**config.mk**
```make
export PLATFORM = sky130hd
export DESIGN_NAME = bcw_top
export DESIGN_NICKNAME = d
export VERILOG_FILES = /design/src/rtl/bcw_pkg.sv /design/src/rtl/bcw_top.sv
export SDC_FILE = /design/constraint.sdc
export NUM_CORES = 1
export LEC_CHECK = 0
export BUFFER_PORTS_ARGS = -buffer_cell sky130_fd_sc_hd__clkbuf_2
export CAP_MARGIN = 20
export CORE_MARGIN = 4
export CORE_UTILIZATION = 60
export CTS_BUF_LIST = sky130_fd_sc_hd__clkbuf_4
export CTS_CLUSTER_DIAMETER = 120
export DETAILED_ROUTE_END_ITERATION = 8
export GPL_TIMING_DRIVEN = 0
export PLACE_DENSITY = 0.89
export RECOVER_POWER = 25
export SLEW_MARGIN = 10
export SYNTH_ARGS = -nofsm -noshare
export SYNTH_HDL_FRONTEND = slang
export SYNTH_SLANG_ARGS = --single-unit
```
**constraint.sdc**
```tcl
create_clock -name clk_sys -period 3.2 [get_ports clk_sys]
set_input_delay 0.16 -clock clk_sys [delete_from_list [all_inputs] [get_ports clk_sys]]
set_output_delay 0.16 -clock clk_sys [all_outputs]
set_load 0.01 [all_outputs]
```
**src/rtl/bcw_pkg.sv**
```systemverilog
// Package: register map, field layout, reset values and timing of the boot clock block
package bcw_pkg;

	// ************************************************************
	// Clock rates and timing counts
	// ************************************************************
	localparam int unsigned CLK_HZ        = 50_000_000;
	localparam int unsigned SLOW_HZ       = 32_768;
	localparam int unsigned SLOW_DIV_CYC  = CLK_HZ / SLOW_HZ;
	localparam int unsigned OSC_UNIT_SLOW = 8;
	localparam int unsigned MCK_SW_SLOW   = 2;

	// ************************************************************
	// Register byte offsets
	// ************************************************************
	localparam logic [7:0] OFS_MOR   = 8'h00;
	localparam logic [7:0] OFS_PLL   = 8'h04;
	localparam logic [7:0] OFS_MCK   = 8'h08;
	localparam logic [7:0] OFS_STAT  = 8'h0C;
	localparam logic [7:0] OFS_ISTS  = 8'h10;
	localparam logic [7:0] OFS_IMSK  = 8'h14;
	localparam logic [7:0] OFS_WATCHDOG_MODE_REGISTER  = 8'h18;
	localparam logic [7:0] OFS_RATIO = 8'h1C;

	// ************************************************************
	// Field positions
	// ************************************************************
	localparam int unsigned MOR_EN_BIT   = 0;
	localparam int unsigned MOR_CNT_LSB  = 8;
	localparam int unsigned PLL_DIV_LSB  = 0;
	localparam int unsigned PLL_CNT_LSB  = 8;
	localparam int unsigned PLL_MUL_LSB  = 16;
	localparam int unsigned MCK_CSS_LSB  = 0;
	localparam int unsigned MCK_PRESCALER_FIELD_LSB = 2;
	localparam int unsigned MCK_MASTER_DIVIDER_FIELD_LSB = 8;
	localparam int unsigned STS_OSC_BIT  = 0;
	localparam int unsigned STS_LOCK_BIT = 1;
	localparam int unsigned STS_MCK_BIT  = 3;
	localparam int unsigned WD_DIS_BIT   = 15;
	localparam int unsigned RATIO_MUL_LSB = 16;

	// Clock source codes
	localparam logic [1:0] CSS_SLOW = 2'h0;
	localparam logic [1:0] CSS_MAIN = 2'h1;
	localparam logic [1:0] CSS_PLL  = 2'h2;

	// ************************************************************
	// Carriers
	// ************************************************************
	typedef struct packed {
		logic        cyc;
		logic        stb;
		logic        we;
		logic [7:0]  adr;
		logic [3:0]  sel;
		logic [31:0] dat;
	} bcw_wb_req_s;

	typedef struct packed {
		logic        ack;
		logic [31:0] dat;
	} bcw_wb_rsp_s;

	typedef struct packed {
		logic        ack;
		logic [31:0] dat;
		logic [10:0] slow_div;
		logic        slow_tick;
		logic        osc_en;
		logic [7:0]  osc_cnt;
		logic [10:0] osc_timer;
		logic        osc_stable;
		logic [7:0]  pll_div;
		logic [5:0]  pll_cnt;
		logic [10:0] pll_mul;
		logic [5:0]  pll_timer;
		logic        pll_lock;
		logic [11:0] pll_ratio;
		logic [1:0]  mck_css;
		logic [2:0]  mck_prescaler_field;
		logic [1:0]  mck_master_divider_field;
		logic [1:0]  act_css;
		logic [2:0]  act_prescaler_field;
		logic [1:0]  act_master_divider_field;
		logic [1:0]  mck_timer;
		logic        mck_rdy;
		logic [2:0]  int_sts;
		logic [2:0]  int_msk;
		logic        irq;
		logic        wdt_run;
	} bcw_state_s;

	// Reset values: slow clock active, ready, watchdog running
	localparam bcw_state_s ST_RST = '{
		mck_rdy: 1'b1,
		wdt_run: 1'b1,
		act_css: CSS_SLOW,
		default: '0
	};

endpackage

```
**src/rtl/bcw_top.sv**
```systemverilog
// Boot clock controller: oscillator, PLL, master clock select and watchdog enable
//
// Design decisions made here: the Wishbone slave port and the placing of the registers.

module bcw_top
	import bcw_pkg::*;
(
	// Clock and reset
	input  wire logic                clk_sys,
	input  wire logic                rstn,
	// Wishbone slave
	input  wire bcw_pkg::bcw_wb_req_s wb_req,
	output wire bcw_pkg::bcw_wb_rsp_s wb_rsp,
	// Clock controls
	output wire logic                main_osc_en,
	output wire logic [1:0]          clk_src,
	output wire logic [2:0]          clk_prescaler_field,
	output wire logic [1:0]          clk_master_divider_field,
	output wire logic [7:0]          pll_div,
	output wire logic [11:0]         pll_ratio,
	// Watchdog and interrupt
	output wire logic                wdt_running,
	output wire logic                irq
);
	import bcw_pkg::*;

	// ************************************************************
	// Helpers
	// ************************************************************

	// Byte-lane merge of write data into an old word
	function automatic logic [31:0] lane_merge(input logic [31:0] old_w,
		input logic [31:0] new_w, input logic [3:0] sel);
		logic [31:0] res;
		res = old_w;
		for (int i = 0; i < 4; i++) begin
			if (sel[i]) begin
				res[i*8 +: 8] = new_w[i*8 +: 8];
			end
		end
		return res;
	endfunction

	bcw_state_s  st_ff;
	bcw_state_s  nxt_st;
	logic        req;
	logic        wr;
	logic        wr_mor;
	logic        wr_pll;
	logic        wr_mck;
	logic        wr_wdm;
	logic [31:0] wv;
	logic [31:0] rd;
	logic [31:0] w_mor;
	logic [31:0] w_pll;
	logic [31:0] w_mck;
	logic [2:0]  ev_set;
	logic [2:0]  ev_clr;
	logic        last_div;

	// Current register images for reads and merging
	assign w_mor = {16'h0000, st_ff.osc_cnt, 7'h00, st_ff.osc_en};
	assign w_pll = {5'h00, st_ff.pll_mul, 2'h0, st_ff.pll_cnt, st_ff.pll_div};
	assign w_mck = {22'h00_0000, st_ff.mck_master_divider_field, 3'h0, st_ff.mck_prescaler_field, st_ff.mck_css};

	// Bus decode; a write takes effect on the edge that ends the ack cycle
	assign req    = wb_req.cyc & wb_req.stb;
	assign wr     = req & wb_req.we & st_ff.ack;
	assign wr_mor = wr & (wb_req.adr[7:2] == OFS_MOR[7:2]);
	assign wr_pll = wr & (wb_req.adr[7:2] == OFS_PLL[7:2]);
	assign wr_mck = wr & (wb_req.adr[7:2] == OFS_MCK[7:2]);
	assign wr_wdm = wr & (wb_req.adr[7:2] == OFS_WATCHDOG_MODE_REGISTER[7:2]);
	assign last_div = (st_ff.slow_div == 11'(SLOW_DIV_CYC - 1));

	// ************************************************************
	// Read mux, unmapped reads return zero
	// ************************************************************
	always_comb begin
		rd = 32'h0000_0000;
		case (wb_req.adr[7:2])
			OFS_MOR[7:2]:   rd = w_mor;
			OFS_PLL[7:2]:   rd = w_pll;
			OFS_MCK[7:2]:   rd = w_mck;
			OFS_STAT[7:2]:  rd = 32'({st_ff.mck_rdy, 1'b0, st_ff.pll_lock, st_ff.osc_stable});
			OFS_ISTS[7:2]:  rd = 32'(st_ff.int_sts);
			OFS_IMSK[7:2]:  rd = 32'(st_ff.int_msk);
			OFS_WATCHDOG_MODE_REGISTER[7:2]:  rd = 32'(!st_ff.wdt_run) << WD_DIS_BIT;
			OFS_RATIO[7:2]: rd = 32'({st_ff.pll_ratio, 8'h00, st_ff.pll_div});
			default:        rd = 32'h0000_0000;
		endcase
	end

	// ************************************************************
	// Next state
	// ************************************************************
	always_comb begin
		nxt_st = st_ff;
		wv     = 32'h0000_0000;
		ev_set = 3'h0;
		ev_clr = 3'h0;
		// Single-cycle ack, dropped in the following cycle
		nxt_st.ack = req & ~st_ff.ack;
		if (req & ~st_ff.ack) begin
			nxt_st.dat = rd;
		end
		// Slow clock tick from the system clock
		nxt_st.slow_div  = last_div ? 11'h000 : st_ff.slow_div + 11'h001;
		nxt_st.slow_tick = last_div;

		// Oscillator startup countdown in slow ticks
		if (st_ff.osc_en & ~st_ff.osc_stable & st_ff.slow_tick) begin
			if (st_ff.osc_timer == 11'h000) begin
				nxt_st.osc_stable = 1'b1;
			end else begin
				nxt_st.osc_timer = st_ff.osc_timer - 11'h001;
			end
		end
		if (wr_mor) begin
			wv = lane_merge(w_mor, wb_req.dat, wb_req.sel);
			nxt_st.osc_en     = wv[MOR_EN_BIT];
			nxt_st.osc_cnt    = wv[MOR_CNT_LSB +: 8];
			nxt_st.osc_timer  = 11'(wv[MOR_CNT_LSB +: 8] * OSC_UNIT_SLOW);
			nxt_st.osc_stable = 1'b0;
		end

		// PLL lock countdown, lock only with a nonzero multiplier
		if (~st_ff.pll_lock & st_ff.slow_tick & (st_ff.pll_mul != 11'h000)) begin
			if (st_ff.pll_timer == 6'h00) begin
				nxt_st.pll_lock = 1'b1;
			end else begin
				nxt_st.pll_timer = st_ff.pll_timer - 6'h01;
			end
		end
		if (wr_pll) begin
			wv = lane_merge(w_pll, wb_req.dat, wb_req.sel);
			nxt_st.pll_div   = wv[PLL_DIV_LSB +: 8];
			nxt_st.pll_cnt   = wv[PLL_CNT_LSB +: 6];
			nxt_st.pll_mul   = wv[PLL_MUL_LSB +: 11];
			nxt_st.pll_timer = wv[PLL_CNT_LSB +: 6];
			nxt_st.pll_lock  = 1'b0;
		end
		// Ratio: divide then multiply by field plus one
		nxt_st.pll_ratio = {1'b0, nxt_st.pll_mul} + 12'h001;

		// Master clock switch delay; new setting applied when ready
		if (~st_ff.mck_rdy & st_ff.slow_tick) begin
			if (st_ff.mck_timer == 2'h0) begin
				nxt_st.mck_rdy  = 1'b1;
				nxt_st.act_css  = st_ff.mck_css;
				nxt_st.act_prescaler_field = st_ff.mck_prescaler_field;
				nxt_st.act_master_divider_field = st_ff.mck_master_divider_field;
			end else begin
				nxt_st.mck_timer = st_ff.mck_timer - 2'h1;
			end
		end
		if (wr_mck) begin
			wv = lane_merge(w_mck, wb_req.dat, wb_req.sel);
			nxt_st.mck_css   = wv[MCK_CSS_LSB +: 2];
			nxt_st.mck_prescaler_field  = wv[MCK_PRESCALER_FIELD_LSB +: 3];
			nxt_st.mck_master_divider_field  = wv[MCK_MASTER_DIVIDER_FIELD_LSB +: 2];
			nxt_st.mck_timer = 2'(MCK_SW_SLOW - 1);
			nxt_st.mck_rdy   = 1'b0;
		end

		// Watchdog stop on disable bit
		if (wr_wdm & wb_req.sel[1] & wb_req.dat[WD_DIS_BIT]) begin
			nxt_st.wdt_run = 1'b0;
		end

		// Sticky events on rising flags; set wins over clear
		ev_set = {nxt_st.mck_rdy & ~st_ff.mck_rdy, nxt_st.pll_lock & ~st_ff.pll_lock,
			nxt_st.osc_stable & ~st_ff.osc_stable};
		if (wr & (wb_req.adr[7:2] == OFS_ISTS[7:2]) & wb_req.sel[0]) begin
			ev_clr = wb_req.dat[2:0];
		end
		nxt_st.int_sts = (st_ff.int_sts & ~ev_clr) | ev_set;
		if (wr & (wb_req.adr[7:2] == OFS_IMSK[7:2]) & wb_req.sel[0]) begin
			nxt_st.int_msk = wb_req.dat[2:0];
		end
		nxt_st.irq = |(nxt_st.int_sts & nxt_st.int_msk);
	end

	// ************************************************************
	// State register, synchronous reset
	// ************************************************************
	always_ff @(posedge clk_sys) begin
		if (!rstn) begin
			st_ff <= ST_RST;
		end else begin
			st_ff <= nxt_st;
		end
	end

	// Outputs straight from flip-flops
	assign wb_rsp      = '{ack: st_ff.ack, dat: st_ff.dat};
	assign main_osc_en = st_ff.osc_en;
	assign clk_src     = st_ff.act_css;
	assign clk_prescaler_field    = st_ff.act_prescaler_field;
	assign clk_master_divider_field    = st_ff.act_master_divider_field;
	assign pll_div     = st_ff.pll_div;
	assign pll_ratio   = st_ff.pll_ratio;
	assign wdt_running = st_ff.wdt_run;
	assign irq         = st_ff.irq;

	// ************************************************************
	// Assertions
	// ************************************************************
	// Slow clock selected and watchdog running right after reset
	a_reset_slow_src: assert property (@(posedge clk_sys) disable iff (!rstn)
		$past(!rstn) |-> (clk_src == CSS_SLOW) && wdt_running)
		else $error("source not slow after reset");

	// Enable follows the write, stable flag restarts
	a_osc_start_write: assert property (@(posedge clk_sys) disable iff (!rstn)
		(wr_mor && wb_req.sel[0] && wb_req.dat[MOR_EN_BIT])
		|=> main_osc_en && !st_ff.osc_stable)
		else $error("oscillator not started by write");

	// Stable only on the tick that ends the countdown
	a_osc_stable_set: assert property (@(posedge clk_sys) disable iff (!rstn)
		$rose(st_ff.osc_stable) |-> $past(st_ff.osc_timer == 11'h000 && st_ff.slow_tick))
		else $error("stable set before interval");

	// Startup count loaded in units of eight ticks
	a_osc_unit_eight: assert property (@(posedge clk_sys) disable iff (!rstn)
		(wr_mor && wb_req.sel[1])
		|=> st_ff.osc_timer == {$past(wb_req.dat[MOR_CNT_LSB +: 8]), 3'h0})
		else $error("startup count not scaled by eight");

	// Full-word PLL write lands in the documented fields
	a_pll_field_pos: assert property (@(posedge clk_sys) disable iff (!rstn)
		(wr_pll && wb_req.sel == 4'hF) |=> pll_div == $past(wb_req.dat[PLL_DIV_LSB +: 8])
		&& st_ff.pll_mul == $past(wb_req.dat[PLL_MUL_LSB +: 11])
		&& st_ff.pll_cnt == $past(wb_req.dat[PLL_CNT_LSB +: 6]))
		else $error("pll fields misplaced");

	// Lock cleared by the write; may return only on a terminal tick
	a_pll_lock_clear: assert property (@(posedge clk_sys) disable iff (!rstn)
		wr_pll |=> !st_ff.pll_lock
		##1 (st_ff.pll_lock == $past(st_ff.slow_tick && st_ff.pll_timer == 6'h00
		&& st_ff.pll_mul != 11'h000)))
		else $error("lock not cleared on pll write");

	// Output ratio is multiplier field plus one
	a_pll_ratio_calc: assert property (@(posedge clk_sys) disable iff (!rstn)
		(wr_pll && wb_req.sel == 4'hF)
		|=> pll_ratio == {1'b0, $past(wb_req.dat[PLL_MUL_LSB +: 11])} + 12'h001)
		else $error("pll ratio not multiplier plus one");

	// Lock only after the startup countdown
	a_pll_lock_timed: assert property (@(posedge clk_sys) disable iff (!rstn)
		$rose(st_ff.pll_lock) |-> $past(st_ff.pll_timer == 6'h00 && st_ff.slow_tick))
		else $error("lock set before startup time");

	// Ready drops on a master write, old source kept
	a_mck_ready_clear: assert property (@(posedge clk_sys) disable iff (!rstn)
		wr_mck |=> !st_ff.mck_rdy && clk_src == $past(clk_src))
		else $error("ready not cleared on master write");

	// Ready returns together with the whole new setting
	a_mck_ready_apply: assert property (@(posedge clk_sys) disable iff (!rstn)
		$rose(st_ff.mck_rdy) |-> clk_src == st_ff.mck_css && clk_prescaler_field == st_ff.mck_prescaler_field
		&& clk_master_divider_field == st_ff.mck_master_divider_field)
		else $error("ready without new setting");

	// Source moves only when ready returns
	a_mck_src_hold: assert property (@(posedge clk_sys) disable iff (!rstn)
		$changed(clk_src) |-> $rose(st_ff.mck_rdy))
		else $error("source changed without ready");

	// Disable bit stops the watchdog
	a_wdt_disable_stop: assert property (@(posedge clk_sys) disable iff (!rstn)
		(wr_wdm && wb_req.sel[1] && wb_req.dat[WD_DIS_BIT]) |=> !wdt_running)
		else $error("watchdog still running after disable");

	// Only reset restarts a stopped watchdog
	a_wdt_stays_off: assert property (@(posedge clk_sys) disable iff (!rstn)
		!wdt_running |=> !wdt_running)
		else $error("watchdog restarted without reset");

	// New mask is applied to the pending events at once
	a_irq_level_out: assert property (@(posedge clk_sys) disable iff (!rstn)
		(wr && wb_req.adr[7:2] == OFS_IMSK[7:2] && wb_req.sel[0])
		|=> irq == |(st_ff.int_sts & $past(wb_req.dat[2:0])))
		else $error("irq does not follow masked status");

	// Stable event recorded even against a clear; same bit as in status
	a_event_set_wins: assert property (@(posedge clk_sys) disable iff (!rstn)
		$rose(st_ff.osc_stable) |-> st_ff.int_sts[STS_OSC_BIT])
		else $error("stable event lost");

	// Ack is a single-cycle pulse
	a_ack_one_cycle: assert property (@(posedge clk_sys) disable iff (!rstn)
		st_ff.ack |=> !st_ff.ack)
		else $error("ack longer than one cycle");

	// No stable flag while the oscillator is off
	a_osc_needs_enable: assert property (@(posedge clk_sys) disable iff (!rstn)
		!main_osc_en |-> !st_ff.osc_stable)
		else $error("stable flag without enable");

endmodule

```
## After elaboration in Yosys (flattened, before gate mapping)

Index checks and enable logic that the tools add are counted.

- Logic and storage cells: 119
- Register bits: 135

- Bitwise logic cells: 33
- Equality and inequality tests: 11
- Add/subtract/negate cells: 5
- Muxes and demuxes: 19
- Reduce and logical (&&, ||, !) cells: 23

Operator list:

| operator | number |
|---|---|
| $pmux W28 S8 | 1 |
| $eq A6 B3 Y1 const B | 4 |
| $mux W12 | 2 |
| $and A1 B1 Y1 | 22 |
| $reduce_and A2 Y1 | 10 |
| $mux W18 | 1 |
| $mux W8 | 2 |
| $add A11 B1 Y12 const B | 1 |
| $eq A6 B2 Y1 const B | 2 |
| $logic_not A6 Y1 | 2 |
| $mux W6 | 2 |
| $add A11 B1 Y11 const B | 1 |
| $eq A11 B11 Y1 const B | 1 |
| $logic_not A11 Y1 | 1 |
| $mux W11 | 1 |
| $reduce_bool A11 Y1 | 1 |
| $sub A11 B1 Y11 const B | 1 |
| $mux W3 | 3 |
| $mux W7 | 1 |
| $not A1 Y1 | 7 |
| $and A3 B3 Y3 | 2 |
| $eq A6 B1 Y1 const B | 1 |
| $ne A2 B2 Y1 const B | 3 |
| $reduce_bool A2 Y1 | 3 |
| 10 further kinds | 16 |

## Longest topological paths before layout

- Depth after elaboration: 11
- Gate-level depth with buffers: 10
- Mapped depth without buffers: 8

## Worst setup path after synthesis

No wires, ideal clock.

- Path type: register -> register
- From: register st_ff, in the netlist wb_rsp[32]
- To: register st_ff, in the netlist pll_ratio[8]
- Required time: 3.085 ns
- Slack: 1.122 ns
- Stages on the path, launching flop included: 10
- Data arrival time: 1.963 ns
- Path through: dfxtp_1 and4_1 buf_2 nand4_2 buf_6 mux2_2 ha_1 nand3_2 or3_1 and3_1

RTL lines:

| what | RTL line | source |
|---|---|---|
| from (decl) | bcw_top.sv:44 | `bcw_state_s st_ff;` |
| from (signal assigned) | bcw_top.sv:190 | `st_ff <= nxt_st;` |

==> summary.txt <==
Setup path
  – Cell Chain, Critical Path: dlygate4sd3_1, clkbuf_1, nor4_4, nand4_2, buf_6, mux2i_1, inv_1, ha_1, nand3_2, nor4_1, mux2i_1
  – Startpoint type of the worst setup path: primary input
  – Max stage delay on crit path: between 0.5 and 0.6 ns
  – CP max FO: 10
  – Crit-path slowest cell: dlygate4sd3_1
  – Req. time, crit path: around 3.7 ns
  – CP arrival: slightly above 3 ns
  – WS Path Type: primary input to flop
  – Crit. End Element: flop
  – Worst path most repeated cell: mux2i_1

Detailed routing
  – Detailed Route WL: ~17 mm
  – Routed vias/inst: 5.664
  – DRC viols: 0
  – DR WL/cell: about 17 um
  – DR vias: ~5.7k
  – DRT Pass-1 Iters: 7
  – DRT iter0 DRCs: between 300 and 400
  – Antenna-violating nets left: 0

Placement
  – Pre-CTS setup slack: just under 0.8 ns
  – DP Area: around 0.0071 mm2
  – GP Congestion: about 0.92
  – DP HPWL: 12.42 mm
  – IO buf count: 98

Logic synthesis
  – Synth cell count leaders: dfxtp_1 (131), nand2_1 (69), buf_4 (60), nor2b_1 (41), nor2_1 (39)
  – Yosys synthesis warning count: 0
  – Post-Synthesis Cells: approximately 710
  – Syn avg cell area: 9.034 um2
  – Top FF cell, synth: dfxtp_1
  – Area contributors post-synth: dfxtp_1 (41%), buf_4 (7.0%), mux2i_1 (5.3%), nand2_1 (4.0%), nor2b_1 (4.0%)
  – Post-synth EDFFs: 0
  – #FFs+latches synth: 131
  – Count leader, synth: dfxtp_1
  – Leading area contributor after synthesis: dfxtp_1
  – Distinct cells, synth: 57
  – Sequential area share after synthesis: 0.4071
  – Yosys top cell area share: 0.4071
  – Async set-reset flop share out of synthesis: 0
  – Post-Syn Area: approximately 0.0064 mm2

Floorplan
  – Rows: 37
  – Die Ht: around 110 um
  – Die footprint: 0.01246 mm2
  – IO Pins: 112
  – Std-Cell Core Area: 0.01037 mm2
  – Initial Utilization: 0.6211
  – Die width: 111.6 um

STA
  – Setup Skew: 0.01658 ns
  – Worst-Margin Slew: just over 0.8 ns
  – Hold WS: about 0.023 ns
  – Total Neg Setup Slack: 0 ns
  – Final WS setup: between 0.5 and 0.6 ns
  – RSZ-0062 raised after global routing: no
  – Crit path time final: 2.610 ns
  – Setup violators final: 0
  – Final period utilization: 0.8156
  – F_max: approximately 380 MHz
  – Slew margin rel.: 0.4564
  – Hold Vio Cnt, Final: 0
  – Max Slew Vio Count: 0

Run status
  – Status: completed

Final layout
  – Reg area: 0.002623 mm2
  – Layout cells sized above 1: 0.1986
  – P&R area growth vs syn: 17.68%
  – Final net count: between 900 and 1k
  – Cell area after layout: 0.007580 mm2
  – Multi-input gate area: between 0.003 and 0.004 mm2
  – Filler instances: about 790

Pwr
  – PD cells: just under 400 mW/mm2
  – Sequential power share: 0.560
  – Peak VDD IR: 401.9 uV
  – Internal Power: about 2.2 mW
  – Leak Pwr: ~3.2 nW
  – Total power draw: roughly 2.9 mW
  – Clock group share of total power: 0.368
  – Sw Share: 0.2563
  – Sw Pwr: between 0.7 and 0.8 mW
  – Comb power frac: 0.072

Clock network
  – Clk buf depth: 2
  – Clk root buf: clkbuf_4
  – CTS resizes: 0
  – CTS tree: done
  – Clock buffer count from CTS: 17
  – Clock insertion delay at the later pin of the skew report: ~0.54 ns
  – H-Tree Depth: 4
  – CTS clock-pin slew for the worst setup and hold paths: 0.11 ns
  – Sink Count: roughly 130

Global route
  – Global route overflow: 0
  – All-Layer GR Usage: 0.2780
  – Vias in the first global route: 5618
  – Initial antenna violation count: 1
  – Pin count of the biggest net entering global routing: 17
  – First-pass GRT wire length: 27.83 mm

Flow run
  – Max_cap viols: 0

Min path
  – Hold Path Class: primary input to flop
-- critical path: cells and delay by family --
family / cells / cell delay (ns)
fa+ha+maj: 1 / 0.22
buf+inv: 4 / 1.16
mux: 2 / 0.38
simple gates: 4 / 1.16
-- layer usage --
layer  global-route usage  vias to the layer above  routed length, um  share of wire
li1                     -                     2704                  -              -
met1               0.3352                     2675               7002           0.40
met2               0.4829                      285               8499           0.49
met3              0.07011                       45               1452          0.084
met4              0.09732                        0                430          0.025
met5                    0                        -                  0              0
-- path summary, 6_finish.rpt --
| kind | startpoint | cells after the start | slack, ns | to |
|---|---|---|---|---|
| hold reg to reg | pll_ratio[9] | 2 | 0.46 | wb_rsp[25] |
| hold / removal | wb_req[21] | 3 | 0.02 | st_ff[49] |
| setup / recovery | wb_req[40] | 11 | 0.59 | pll_ratio[10] |
| setup reg to reg | wb_rsp[32] | 10 | 0.69 | pll_ratio[10] |
-- power groups by stage --
stage / clock network (mW) / logic [mW] / registers, mW
after floorplan: 0 / 0.105 / 1.68
after global placement: 0 / 0.181 / 1.68
after detailed placement: 0 / 0.184 / 1.68
after CTS: 1.08 / 0.210 / 1.65
after global routing: 1.16 / 0.228 / 1.65
final: 1.08 / 0.213 / 1.65
-- stage by stage --
step | util | std cells
floorplan | - | 716
global placement | 0.6859 | 950
detailed placement | 0.6859 | 950
CTS | 0.7368 | 1007
global route | 0.7307 | 1007
finish | 0.7309 | 1008
-- placed cells by master, fill, tap and decap left out, types with 6 or more instances in the layout --
master / count
nor2b_1: 41
dlygate4sd3_1: 26
a21oi_1: 16
clkbuf_2: 53
nand2_1: 69
and3_1: 8
a21boi_0: 29
nor4_1: 10
mux2i_1: 34
nor2_1: 39
xor2_1: 11
buf_4: 60
ha_1: 8
inv_1: 18
nand3_1: 33
a22oi_1: 21
clkbuf_1: 75
o21ai_0: 20
dfxtp_1: 131
clkbuf_4: 17
xnor2_1: 16
nand4_1: 6
nor3_1: 9
mux2_2: 15
and2_1: 18
-- final cells by class --
cell class,count,area share
Antenna cell,1,0.0003301
Buffer,95,0.07824
Clock buffer,17,0.01684
Clock inverter,14,0.01849
Inverter,18,0.008914
Multi-Input combinational cell,472,0.4171
Sequential cell,131,0.3460
Tap cell,136,0.02245
Timing Repair Buffer,124,0.09161
-- cell families (layout without fill, tap and decap cells) --
logic type | Yosys count | in the layout | share of synthesized area
other | 1 | 5 | 0.0005822
XOR/XNOR | 27 | 27 | 0.03671
multiplexers | 53 | 53 | 0.09305
flip-flops | 131 | 131 | 0.4071
AND/OR/NAND/NOR | 265 | 265 | 0.2174
adder cells (fa/ha/maj) | 8 | 8 | 0.01554
buffers and inverters | 113 | 268 | 0.1037
AO/OA/AOI/OAI | 115 | 115 | 0.1259
-- state kept, by name, summed over array words and instances, names as in the netlist --
signal,flops
clk_prescaler_field,3
main_osc_en,1
wdt_running,1
st_ff,72
irq,1
clk_master_divider_field,2
pll_div,8
clk_src,2
wb_rsp,29
pll_ratio,12
-- what timing repair did --
action | in CTS | in global routing
setup buffers | 0 | 0
hold endpoints to repair | 41 | 0
hold buffers | 26 | 0
setup endpoints to repair | 0 | 0
Note: power is estimated with default switching activity, not from simulation.
